--- src/ccor_map.svh ---
// Contract
// - each port uses CC1 and CC2 for attach, orientation, roles and supply.
// - hub upstream and downstream links resolve as independent connections.
// - single-lane port contains a switch routing tx/rx to the wired pair set.
// - source selects pair set from which cc pin the far end terminates.
// - sink drives its switch select from which cc pin the host terminates.
// - dual-lane: pair set aligned with active cc is lane 0, other lane 1.
// - four cable states handled: flipped or not, straight or twisted.
// - fixed-plug far device leaves only two connection states to resolve.
// - source-source or sink-sink pairing: never apply vbus or vconn.
// - pairings with a dual-role port become functional, auto or manual.
// - detect connection first, then optional cable query, then power.
// - power negotiation may use pd messaging, current modes or bc 1.2.
// - source finds orientation from the cc pin sensing the pull-down.
// - powered sink finds orientation from the cc pin pulled up.
// - dual-role port alternates source and sink until a connection forms.
// - on pull-down loss source drops vbus and vconn and searches again.
`ifndef CCOR_MAP_SVH
`define CCOR_MAP_SVH
`define CCOR_CLK_HZ         40000000
`define CCOR_DRP_TOGGLE_US  50
`define CCOR_DRP_CYCLES     ((`CCOR_CLK_HZ / 1000000) * `CCOR_DRP_TOGGLE_US)
`define CCOR_STABLE_CYCLES  16
`define CCOR_PORT_SRC       2'h0
`define CCOR_PORT_SNK       2'h1
`define CCOR_PORT_DRP       2'h2
`endif

--- src/ccor_pkg.sv ---
package ccor_pkg;
    typedef enum logic [1:0] {
        CCOR_TERM_OPEN = 2'b00,
        CCOR_TERM_RA   = 2'b01,
        CCOR_TERM_RD   = 2'b10,
        CCOR_TERM_RP   = 2'b11
    } ccor_term_type;
    typedef struct packed {
        ccor_term_type cc1;
        ccor_term_type cc2;
    } ccor_cc_type;
    typedef struct packed {
        logic flip;
        logic lane0_sel;
        logic lane1_sel;
        logic valid;
    } ccor_route_type;
endpackage

--- src/ccor_top.sv ---
`timescale 1ns/1ps
`default_nettype none
`include "ccor_map.svh"
module ccor_top
    import ccor_pkg::*;
#(
    parameter logic [1:0] PORT_TYPE   = `CCOR_PORT_DRP,
    parameter int         DRP_CYCLES  = `CCOR_DRP_CYCLES,
    parameter int         DEB_CYCLES  = `CCOR_STABLE_CYCLES,
    parameter bit         DUAL_LANE   = 1'b0
) (
    input  wire logic        ref_clk,      // 40 mhz clock
    input  wire logic        rst,          // async reset, high
    input  wire ccor_cc_type cc_sense,     // comparator result per cc pin
    input  wire logic        vbus_present, // sink: vbus seen
    input  wire logic        role_force,   // manual role select enable
    input  wire logic        role_src,     // manual role: 1 source
    input  wire logic        cable_done,   // optional cable query finished
    output logic             rp_en_r,      // present pull-up on both cc
    output logic             rd_en_r,      // present pull-down on both cc
    output logic             vbus_en_r,    // apply vbus
    output logic             vconn1_en_r,  // vconn onto cc1
    output logic             vconn2_en_r,  // vconn onto cc2
    output ccor_route_type   route_r,      // lane routing select
    output logic             attached_r,   // connection live
    output logic             is_src_r,     // attached as source
    output logic             cable_q_r,    // cable query window open
    output logic             pwr_neg_r     // power negotiation allowed
);
    // ****************************************************************
    // state
    // ****************************************************************
    typedef enum logic [2:0] {
        ST_UNATT_SRC = 3'b000,
        ST_UNATT_SNK = 3'b001,
        ST_ATT_SRC   = 3'b010,
        ST_ATT_SNK   = 3'b011,
        ST_CABLE     = 3'b100,
        ST_POWER     = 3'b101
    } ccor_state_type;

    ccor_state_type state_r, state_nxt;
    logic [31:0]    tgl_r;
    logic           flip_r, flip_nxt;

    // ****************************************************************
    // pin conditioning
    // ****************************************************************
    // comparator outputs are asynchronous to ref_clk, so synchronise first
    logic [3:0] cc_sync, cc_stab;
    ccor_sync #(.WIDTH(4)) u_sync (
        .ref_clk (ref_clk),
        .rst     (rst),
        .din     (cc_sense),
        .dout    (cc_sync)
    );
    ccor_debounce #(.WIDTH(4), .CYCLES(DEB_CYCLES)) u_deb (
        .ref_clk (ref_clk),
        .rst     (rst),
        .din     (cc_sync),
        .dout    (cc_stab)
    );
    logic [1:0] vbus_s;
    always_ff @(posedge ref_clk or posedge rst) begin
        if (rst)
            vbus_s <= 2'b00;
        else
            vbus_s <= {vbus_s[0], vbus_present};
    end

    // ****************************************************************
    // decode
    // ****************************************************************
    function automatic logic is_term(input logic [1:0] t,
                                     input ccor_term_type k);
        return t == k;
    endfunction

    wire [1:0] cc1 = cc_stab[3:2];
    wire [1:0] cc2 = cc_stab[1:0];
    // exactly one pull-down: sink found; rd/rd and ra/ra are accessories
    wire rd1 = is_term(cc1, CCOR_TERM_RD);
    wire rd2 = is_term(cc2, CCOR_TERM_RD);
    wire ra1 = is_term(cc1, CCOR_TERM_RA);
    wire ra2 = is_term(cc2, CCOR_TERM_RA);
    wire snk_seen = rd1 ^ rd2;
    // pulled-up pin marks orientation on the sink side
    wire rp1 = is_term(cc1, CCOR_TERM_RP);
    wire rp2 = is_term(cc2, CCOR_TERM_RP);
    wire src_seen = (rp1 ^ rp2) && vbus_s[1];
    wire can_src = (PORT_TYPE != `CCOR_PORT_SNK);
    wire can_snk = (PORT_TYPE != `CCOR_PORT_SRC);
    wire is_drp  = (PORT_TYPE == `CCOR_PORT_DRP);
    wire want_src = role_force ? role_src : 1'b1;
    wire tgl_done = (tgl_r == 32'(DRP_CYCLES - 1));
    // only allow toggling when not forced to one role
    wire do_tgl = is_drp && !role_force && tgl_done;

    // ****************************************************************
    // next state
    // ****************************************************************
    always_comb begin
        state_nxt = state_r;
        flip_nxt  = flip_r;
        case (state_r)
            ST_UNATT_SRC: begin
                if (!can_src || !want_src) begin
                    state_nxt = ST_UNATT_SNK;
                end else if (snk_seen) begin
                    state_nxt = ST_ATT_SRC;
                    flip_nxt  = rd2;
                end else if (do_tgl) begin
                    state_nxt = ST_UNATT_SNK;
                end
            end
            ST_UNATT_SNK: begin
                if (!can_snk || (role_force && role_src)) begin
                    state_nxt = ST_UNATT_SRC;
                end else if (src_seen) begin
                    state_nxt = ST_ATT_SNK;
                    flip_nxt  = rp2;
                end else if (do_tgl) begin
                    state_nxt = ST_UNATT_SRC;
                end
            end
            ST_ATT_SRC, ST_ATT_SNK: begin
                state_nxt = ST_CABLE;
            end
            ST_CABLE: begin
                if (cable_done)
                    state_nxt = ST_POWER;
            end
            ST_POWER: begin
                state_nxt = ST_POWER;
            end
            default: begin
                state_nxt = ST_UNATT_SRC;
            end
        endcase
        // detach overrides every attached state
        if (attached_r) begin
            if (is_src_r && !(flip_r ? rd2 : rd1))
                state_nxt = ST_UNATT_SRC;
            if (!is_src_r && !((flip_r ? rp2 : rp1) && vbus_s[1]))
                state_nxt = ST_UNATT_SNK;
        end
    end

    // ****************************************************************
    // registers
    // ****************************************************************
    wire att_nxt = (state_nxt == ST_ATT_SRC) || (state_nxt == ST_ATT_SNK) ||
                   (state_nxt == ST_CABLE)   || (state_nxt == ST_POWER);
    wire entering_src = att_nxt && !attached_r && (state_nxt == ST_ATT_SRC);
    wire src_nxt = attached_r ? is_src_r : entering_src;
    // flip only moves at attach; held through the whole connection
    wire flip_hold = attached_r ? flip_r : flip_nxt;
    wire ra_other = flip_hold ? ra1 : ra2;

    always_ff @(posedge ref_clk or posedge rst) begin
        if (rst)
            tgl_r <= 32'h0000_0000;
        else if (tgl_done || attached_r || state_nxt != state_r)
            tgl_r <= 32'h0000_0000;
        else
            tgl_r <= tgl_r + 32'h0000_0001;
    end

    always_ff @(posedge ref_clk or posedge rst) begin
        if (rst) begin
            state_r <= ST_UNATT_SRC;
            flip_r  <= 1'b0;
        end else begin
            state_r <= state_nxt;
            flip_r  <= flip_hold;
        end
    end

    always_ff @(posedge ref_clk or posedge rst) begin
        if (rst) begin
            rp_en_r     <= 1'b0;
            rd_en_r     <= 1'b0;
            vbus_en_r   <= 1'b0;
            vconn1_en_r <= 1'b0;
            vconn2_en_r <= 1'b0;
            route_r     <= '0;
            attached_r  <= 1'b0;
            is_src_r    <= 1'b0;
            cable_q_r   <= 1'b0;
            pwr_neg_r   <= 1'b0;
        end else begin
            rp_en_r     <= (state_nxt == ST_UNATT_SRC) || (att_nxt && src_nxt);
            rd_en_r     <= (state_nxt == ST_UNATT_SNK) ||
                           (att_nxt && !src_nxt);
            // power only to a detected sink; never in a dead pairing
            vbus_en_r   <= att_nxt && src_nxt;
            vconn1_en_r <= att_nxt && src_nxt && flip_hold && ra_other;
            vconn2_en_r <= att_nxt && src_nxt && !flip_hold && ra_other;
            route_r.valid     <= att_nxt;
            route_r.flip      <= att_nxt && flip_hold;
            // lane 0 follows the active cc pair set
            route_r.lane0_sel <= att_nxt && flip_hold;
            route_r.lane1_sel <= att_nxt && DUAL_LANE && !flip_hold;
            attached_r  <= att_nxt;
            is_src_r    <= att_nxt && src_nxt;
            cable_q_r   <= (state_nxt == ST_CABLE);
            pwr_neg_r   <= (state_nxt == ST_POWER);
        end
    end
endmodule
`default_nettype wire

--- src/ccor_sync.sv ---
`timescale 1ns/1ps
`default_nettype none
module ccor_sync #(
    parameter int WIDTH = 4
) (
    input  wire logic             ref_clk, // clock
    input  wire logic             rst,     // async reset
    input  wire logic [WIDTH-1:0] din,     // pin level
    output var  logic [WIDTH-1:0] dout     // synchronised level
);
    logic [WIDTH-1:0] meta_r;
    always_ff @(posedge ref_clk or posedge rst) begin
        if (rst) begin
            meta_r <= '0;
            dout   <= '0;
        end else begin
            meta_r <= din;
            dout   <= meta_r;
        end
    end
endmodule
`default_nettype wire

--- src/ccor_debounce.sv ---
`timescale 1ns/1ps
`default_nettype none
module ccor_debounce #(
    parameter int WIDTH  = 4,
    parameter int CYCLES = 16
) (
    input  wire logic             ref_clk, // clock
    input  wire logic             rst,     // async reset
    input  wire logic [WIDTH-1:0] din,     // synchronised input
    output var  logic [WIDTH-1:0] dout     // stable value
);
    logic [WIDTH-1:0] last_r;
    logic [15:0]      cnt_r;
    wire              same = (din == last_r);
    wire              done = (cnt_r == 16'(CYCLES - 1));
    always_ff @(posedge ref_clk or posedge rst) begin
        if (rst) begin
            last_r <= '0;
            cnt_r  <= 16'h0000;
            dout   <= '0;
        end else begin
            last_r <= din;
            if (!same)
                cnt_r <= 16'h0000;
            else if (!done)
                cnt_r <= cnt_r + 16'h0001;
            if (same && done)
                dout <= din;
        end
    end
endmodule
`default_nettype wire

--- config.mk ---
export PLATFORM = sky130hd
export DESIGN_NAME = ccor_top
export DESIGN_NICKNAME = d
export VERILOG_FILES = /design/src/ccor_pkg.sv /design/src/ccor_top.sv /design/src/ccor_sync.sv /design/src/ccor_debounce.sv
export VERILOG_INCLUDE_DIRS = /design/src
export SDC_FILE = /design/constraint.sdc
export NUM_CORES = 1
export LEC_CHECK = 0
export BUFFER_PORTS_ARGS = -buffer_cell sky130_fd_sc_hd__buf_4
export CAP_MARGIN = 20
export CORE_ASPECT_RATIO = 1.1
export CORE_MARGIN = 2
export CORE_UTILIZATION = 55
export CTS_CLUSTER_SIZE = 20
export DETAILED_ROUTE_END_ITERATION = 8
export GPL_ROUTABILITY_DRIVEN = 0
export GPL_TIMING_DRIVEN = 0
export PLACE_DENSITY = 0.76
export SYNTH_ARGS = -nofsm -noshare
export SYNTH_HDL_FRONTEND = slang
export SYNTH_SLANG_ARGS = --single-unit
--- constraint.sdc ---
create_clock -name ref_clk -period 2.1 [get_ports ref_clk]
set_input_delay 0.105 -clock ref_clk [delete_from_list [all_inputs] [get_ports ref_clk]]
set_output_delay 0.105 -clock ref_clk [all_outputs]
set_load 0.02 [all_outputs]
==> results of run 1 <==
## Yosys cell counts, drive strengths merged, types with 3 or more instances
cell type / instances
and3: 8
nor2b: 3
o21a: 5
xor2: 13
a211oi: 9
a21oi: 27
o21ai: 11
nand2: 41
nor2: 32
buf: 12
dfrtp: 79
mux2: 5
nand4: 11
and4: 6
nand3: 20
xnor2: 29
inv: 10
and2: 5
nor3: 14
clkbuf: 10
nor4: 13
## where the power goes
| group | switching, mW | internal (mW) |
|---|---|---|
| sequential | 0.0492 | 1.58 |
| clock | 0.667 | 0.474 |
| combinational | 0.489 | 0.412 |
| total | 1.21 | 2.47 |
## layout make-up
cell class / instances / area [um2] / share of cell area (%)
inverters: 10 / 41.3 / 0.802
multi-input cells: 291 / 2150 / 41.8
repair buffers: 55 / 509 / 9.89
flip-flops and latches: 79 / 1990 / 38.6
plain buffers: 21 / 156 / 3.04
well taps: 85 / 106 / 2.07
clock buffers: 9 / 124 / 2.41
clock inverters: 7 / 71.3 / 1.39
## worst max path at each step
stage                     end  slack, ns  cells after the start
global placement    tgl_r[27]      -0.67                      7
floorplan           tgl_r[21]      -0.23                      9
finish              tgl_r[29]      -0.45                      7
global route        tgl_r[25]      -0.47                      7
detailed placement  tgl_r[30]      -0.72                      7
CTS                 tgl_r[23]      -0.28                      7
## state kept, by name (all words and copies together), names as in the netlist
signal         cells
attached_r         1
cable_q_r          1
flip_r             1
is_src_r           1
pwr_neg_r          1
rd_en_r            1
route_r            1
rp_en_r            1
state_r            3
tgl_r             32
u_deb.cnt_r       16
u_deb.dout         4
u_deb.last_r       4
u_sync.dout        4
u_sync.meta_r      4
vbus_s             2
vconn1_en_r        1
vconn2_en_r        1
## worst max-delay path: stages (launching register included)
cell and delay (ns):
dfrtp_1 0.43, nor4_4 0.43, nand3_4 0.13, nor4_4 0.35, a21oi_2 0.11, or4_4 0.62
clkbuf_16 0.22, a211oi_2 0.19
## cells by family (layout without fill, tap and decap cells)
kind of cell / count (synthesis) / in the layout / share of synthesized area [%]
AO/OA/AOI/OAI: 74 / 74 / 13.6
multiplexers: 6 / 6 / 1.65
AND/OR/NAND/NOR: 166 / 166 / 21.8
adder cells (fa/ha/maj): 2 / 2 / 0.622
XOR/XNOR: 42 / 42 / 9.14
buffers and inverters: 32 / 102 / 4.01
other: 1 / 1 / 0.0932
flip-flops: 79 / 79 / 49.1
## metrics by stage
stage / area (um2) / instances / hold slack [ns]
2_1_floorplan: 4070 / 402 / 0.136
3_3_place_gp: 4330 / 508 / 0.214
3_5_place_dp: 4380 / 510 / 0.152
4_1_cts: 4870 / 547 / 0.259
5_1_grt: 5150 / 557 / 0.311
6_report: 5150 / 557 / 0.295
## timing repair
item	4_1_cts	5_1_grt
setup endpoints to repair	35	42
setup buffers	14	11
resized for setup	28	44
hold buffers	6	0
endpoints found under the hold margin	24	0
pin swaps	10	19
gates cloned	2	1
## routing by layer
| metal | vias up | routed length (um) | track usage [%] |
|---|---|---|---|
| met5 | - | 0 | 0 |
| met4 | 0 | 381 | 9.13 |
| li1 | 1561 | - | - |
| met2 | 206 | 5000 | 39.1 |
| met1 | 1686 | 4100 | 33.4 |
| met3 | 45 | 674 | 3.87 |
==> flow_summary.ini, run 1 <==
[status]
status = finished with violations
violations = setup timing

[synth]
synth_area_leader_cell = dfrtp_1
syn_inst = 402
synthArstFlopShare_pct = 100
synthFlopType = dfrtp_1
yosys-top-cells-area = dfrtp_1 (49%), xnor2_1 (6.3%), nand2_1 (3.7%)
syn_avg_cell_area_um2 = 10.0
syn_area_um2 = 4030
ys_warn_count = 0
ys_ff_latch = 79
yosysSeqAreaShare_pct = 49.1
synth.distinct_cells = 57
synth_top_area_share_pct = 49.1
syn_nets = 414
synth_edf_count = 0

[detailed_routing]
firstDrtPassIters = 5
vias = 3498
drt-total-wl_um = 10200
detail-route-antenna-nets = 0
drtIter0Drc = 330
remaining_drc_errors = 0
via_per_inst = 6.28
wl_per_cell_um = 18.2

[job]
drv_cap = 0

[hold_path]
hp-class = primary input to flip-flop
min_path_cells = 4
hp-start = role_force
worstHoldEndpoint = state_r[0]

[sta]
finalSetupViolCount = 37
skew_ns = 0.00722
fin_tns_setup_ns = -12.19
worstMarginPinSlew_ns = 0.537
relSlewSlack_pct = 64.2
period_needed_ns = 2.55
fmax_ghz = 0.392
finalHoldViolCount = 0
rsz0062_at_grt = true
slew_viol_final = 0
timing.final.crit_share_pct = 121
setup_ws_ns = -0.449

[global_route]
grt_use_total_pct = 24.3
overflow = 0
grt_pass1_wl_um = 15600
grt_max_degree = 39
antenna_found_initial = 0
grt_pass1_vias = 3374

[die]
rows = 32
die_h_um = 93.7
io_pins = 23
core-area_um2 = 7050
start_util_pct = 57.1
fp.dieArea_um2 = 8020
die_w_um = 85.6

[clock_tree]
insertion_delay_ns = 0.35
root_buffer = clkbuf_8
cts-buffers-inserted = 9
clockBufferDepth = 2
clock_sinks = 79
cts_tree = yes
clk_pin_slew_ns = 0.09
cts-htree-levels = 3

[critical_path]
startpoint_type = flip-flop
path_class = flip-flop to flip-flop
cp.arrival_ns = 2.82
r2r-start = tgl_r[29]
r2r_end = tgl_r[29]
r2r_cells = 7
worstPathRequired_ns = 2.37
crit_fanout = 7
critPathCaptureType = flip-flop
ff2ff_setup_slack_ns = -0.45
crit_start = tgl_r[29]

[layout]
area_growth_pct = 27.9
nFillCells = 439
antennaDiodeCount = 0
layout_common_cells = dfrtp_1 (72), buf_4 (48), nand2_1 (38)
final_core_util_pct = 73.0
nets = 479
drive_gt1_share_pct = 31.1
layout_commonest_cell = dfrtp_1

[pwr]
p_leak_nw = 2.15
ir_worst_vdd_v = 0.000718
cellPowerDensity_nw_per_um2 = 713
power_mw = 3.67

[place]
place_ws_ns = -0.716
port_buffers = 21
dp_hpwl_um = 5790
No activity file was read; power rests on OpenSTA's default activity.
==> run 2: changes to the inputs <==
--- a/config.mk
+++ b/config.mk
@@ -11,11 +11,12 @@
 export CORE_ASPECT_RATIO = 1.1
 export CORE_MARGIN = 2
 export CORE_UTILIZATION = 55
+export CTS_CLUSTER_DIAMETER = 40
 export CTS_CLUSTER_SIZE = 20
 export DETAILED_ROUTE_END_ITERATION = 8
 export GPL_ROUTABILITY_DRIVEN = 0
 export GPL_TIMING_DRIVEN = 0
-export PLACE_DENSITY = 0.76
+export PLACE_DENSITY = 0.78
 export SYNTH_ARGS = -nofsm -noshare
 export SYNTH_HDL_FRONTEND = slang
 export SYNTH_SLANG_ARGS = --single-unit
==> flow_summary.ini, run 2 (same netlist as run 1, synthesis figures left out) <==
[status]
status = finished with violations
violations = setup timing

[die]
die_h_um = 93.7
rows = 32
fp.dieArea_um2 = 8020
core-area_um2 = 7050
start_util_pct = 57.1
die_w_um = 85.6
io_pins = 23

[clock_tree]
cts-htree-levels = 3
insertion_delay_ns = 0.36
cts_tree = yes
clock_sinks = 79
cts-buffers-inserted = 9
clockBufferDepth = 2
clk_pin_slew_ns = 0.09
root_buffer = clkbuf_8

[detailed_routing]
vias = 3359
drtIter0Drc = 317
remaining_drc_errors = 0
via_per_inst = 6.09
detail-route-antenna-nets = 0
firstDrtPassIters = 4
drt-total-wl_um = 9780
wl_per_cell_um = 17.7

[layout]
antennaDiodeCount = 0
layout_commonest_cell = dfrtp_1
largest_register_ffs = 32
multi_input_area_um2 = 2070
nFillCells = 464
nets = 474
reg_top3 = tgl_r x32, u_deb.cnt_r x16
layout_common_cells = dfrtp_1 (74), buf_4 (44), nand2_1 (40)
fin_area_um2 = 5000
area_growth_pct = 24.3
register_area_um2 = 1980
top_register = tgl_r
drive_gt1_share_pct = 27.2
final_core_util_pct = 71.0

[pwr]
cellPowerDensity_nw_per_um2 = 713
ir_worst_vdd_v = 0.000595
p_leak_nw = 2.10

[critical_path]
path_class = flip-flop to flip-flop
crit_fanout = 6
cp.arrival_ns = 2.80
startpoint_type = flip-flop
critPathCaptureType = flip-flop
worstPathRequired_ns = 2.38

[sta]
rsz0062_at_grt = true
relSlewSlack_pct = 62.2
skew_ns = 0.00435
worstMarginPinSlew_ns = 0.566
setup_ws_ns = -0.418
timing.final.crit_share_pct = 120
period_needed_ns = 2.52
slew_viol_final = 0
fmax_ghz = 0.397
finalHoldViolCount = 0
finalSetupViolCount = 37

[place]
placed_area_um2 = 4370
place_ws_ns = -0.698
port_buffers = 21
dp_hpwl_um = 5940

[global_route]
grt_use_total_pct = 24.3
grt_max_degree = 30
grt_pass1_vias = 3270
overflow = 0
grt_pass1_wl_um = 15300
antenna_found_initial = 0

[job]
drv_cap = 0

[hold_path]
hp-class = primary input to flip-flop
[run 2: cell count changes in the layout (fill, tap and decap cells not counted), moves of 4 or more]
cell,previous run,this run
a21oi_1,12,19
a21oi_2,14,8
buf_4,48,44
inv_8,4,0
[run 2: layout make-up]
class,count,area share (%)
clock inverters,7,1.55
clock buffers,9,2.48
multi-input cells,291,41.3
plain buffers,21,3.15
inverters,10,0.825
repair buffers,50,8.88
flip-flops and latches,79,39.6
well taps,85,2.13
[run 2: worst paths after layout]
path                       slack (ns)  depth (start not counted)         endpoint        from
max                             -0.42                          7        tgl_r[24]   tgl_r[22]
min                              0.25                          4       state_r[0]  role_force
min reg2reg                      0.36                          0        vbus_s[1]   vbus_s[0]
min in group asynchronous        0.36                          3  u_deb.cnt_r[15]         rst
max in group asynchronous        1.01                          5        pwr_neg_r         rst
max reg2reg                     -0.42                          7        tgl_r[24]   tgl_r[22]
[run 2: timing repair]
item	in CTS	in global routing
setup endpoints to repair	35	45
hold buffers	6	0
resized for setup	28	18
pin swaps	9	16
setup buffers	11	10
gates cloned	0	1
hold endpoints to repair	29	0
[run 2: report_power, final]
part | internal (mW) | switching, mW | total (mW) | leakage (nW)
logic | 0.348 | 0.421 | 0.769 | 0.945
registers | 1.58 | 0.0433 | 1.62 | 1.05
clock network | 0.564 | 0.612 | 1.18 | 0.101
[run 2: worst max-delay path, stage by stage (launching register included)]
cell and delay, ns:
dfrtp_2 0.47, nor4_4 0.36, nand3_2 0.15, nor4_4 0.33, a21oi_2 0.11, or4_4 0.62, clkbuf_16 0.20, a211oi_2 0.19
[run 2: through the flow]
stage | hold WS, ns | TNS, ns | total power [mW] | std cells
2_1_floorplan | 0.136 | -7.12 | 2.06 | 402
6_report | 0.253 | -11.44 | 3.57 | 552
4_1_cts | 0.252 | -8.16 | 3.45 | 542
3_3_place_gp | 0.215 | -19.13 | 2.18 | 508
3_5_place_dp | 0.198 | -20.34 | 2.21 | 510
5_1_grt | 0.288 | -15.53 | 3.70 | 552
[run 2: metal layers]
layer / track usage, % / wire, um / vias to the layer above
li1: - / - / 1556
met1: 29.8 / 4020 / 1671
met2: 42.0 / 5070 / 103
met3: 4.83 / 426 / 29
met4: 9.52 / 255 / 0
met5: 0 / 0 / -
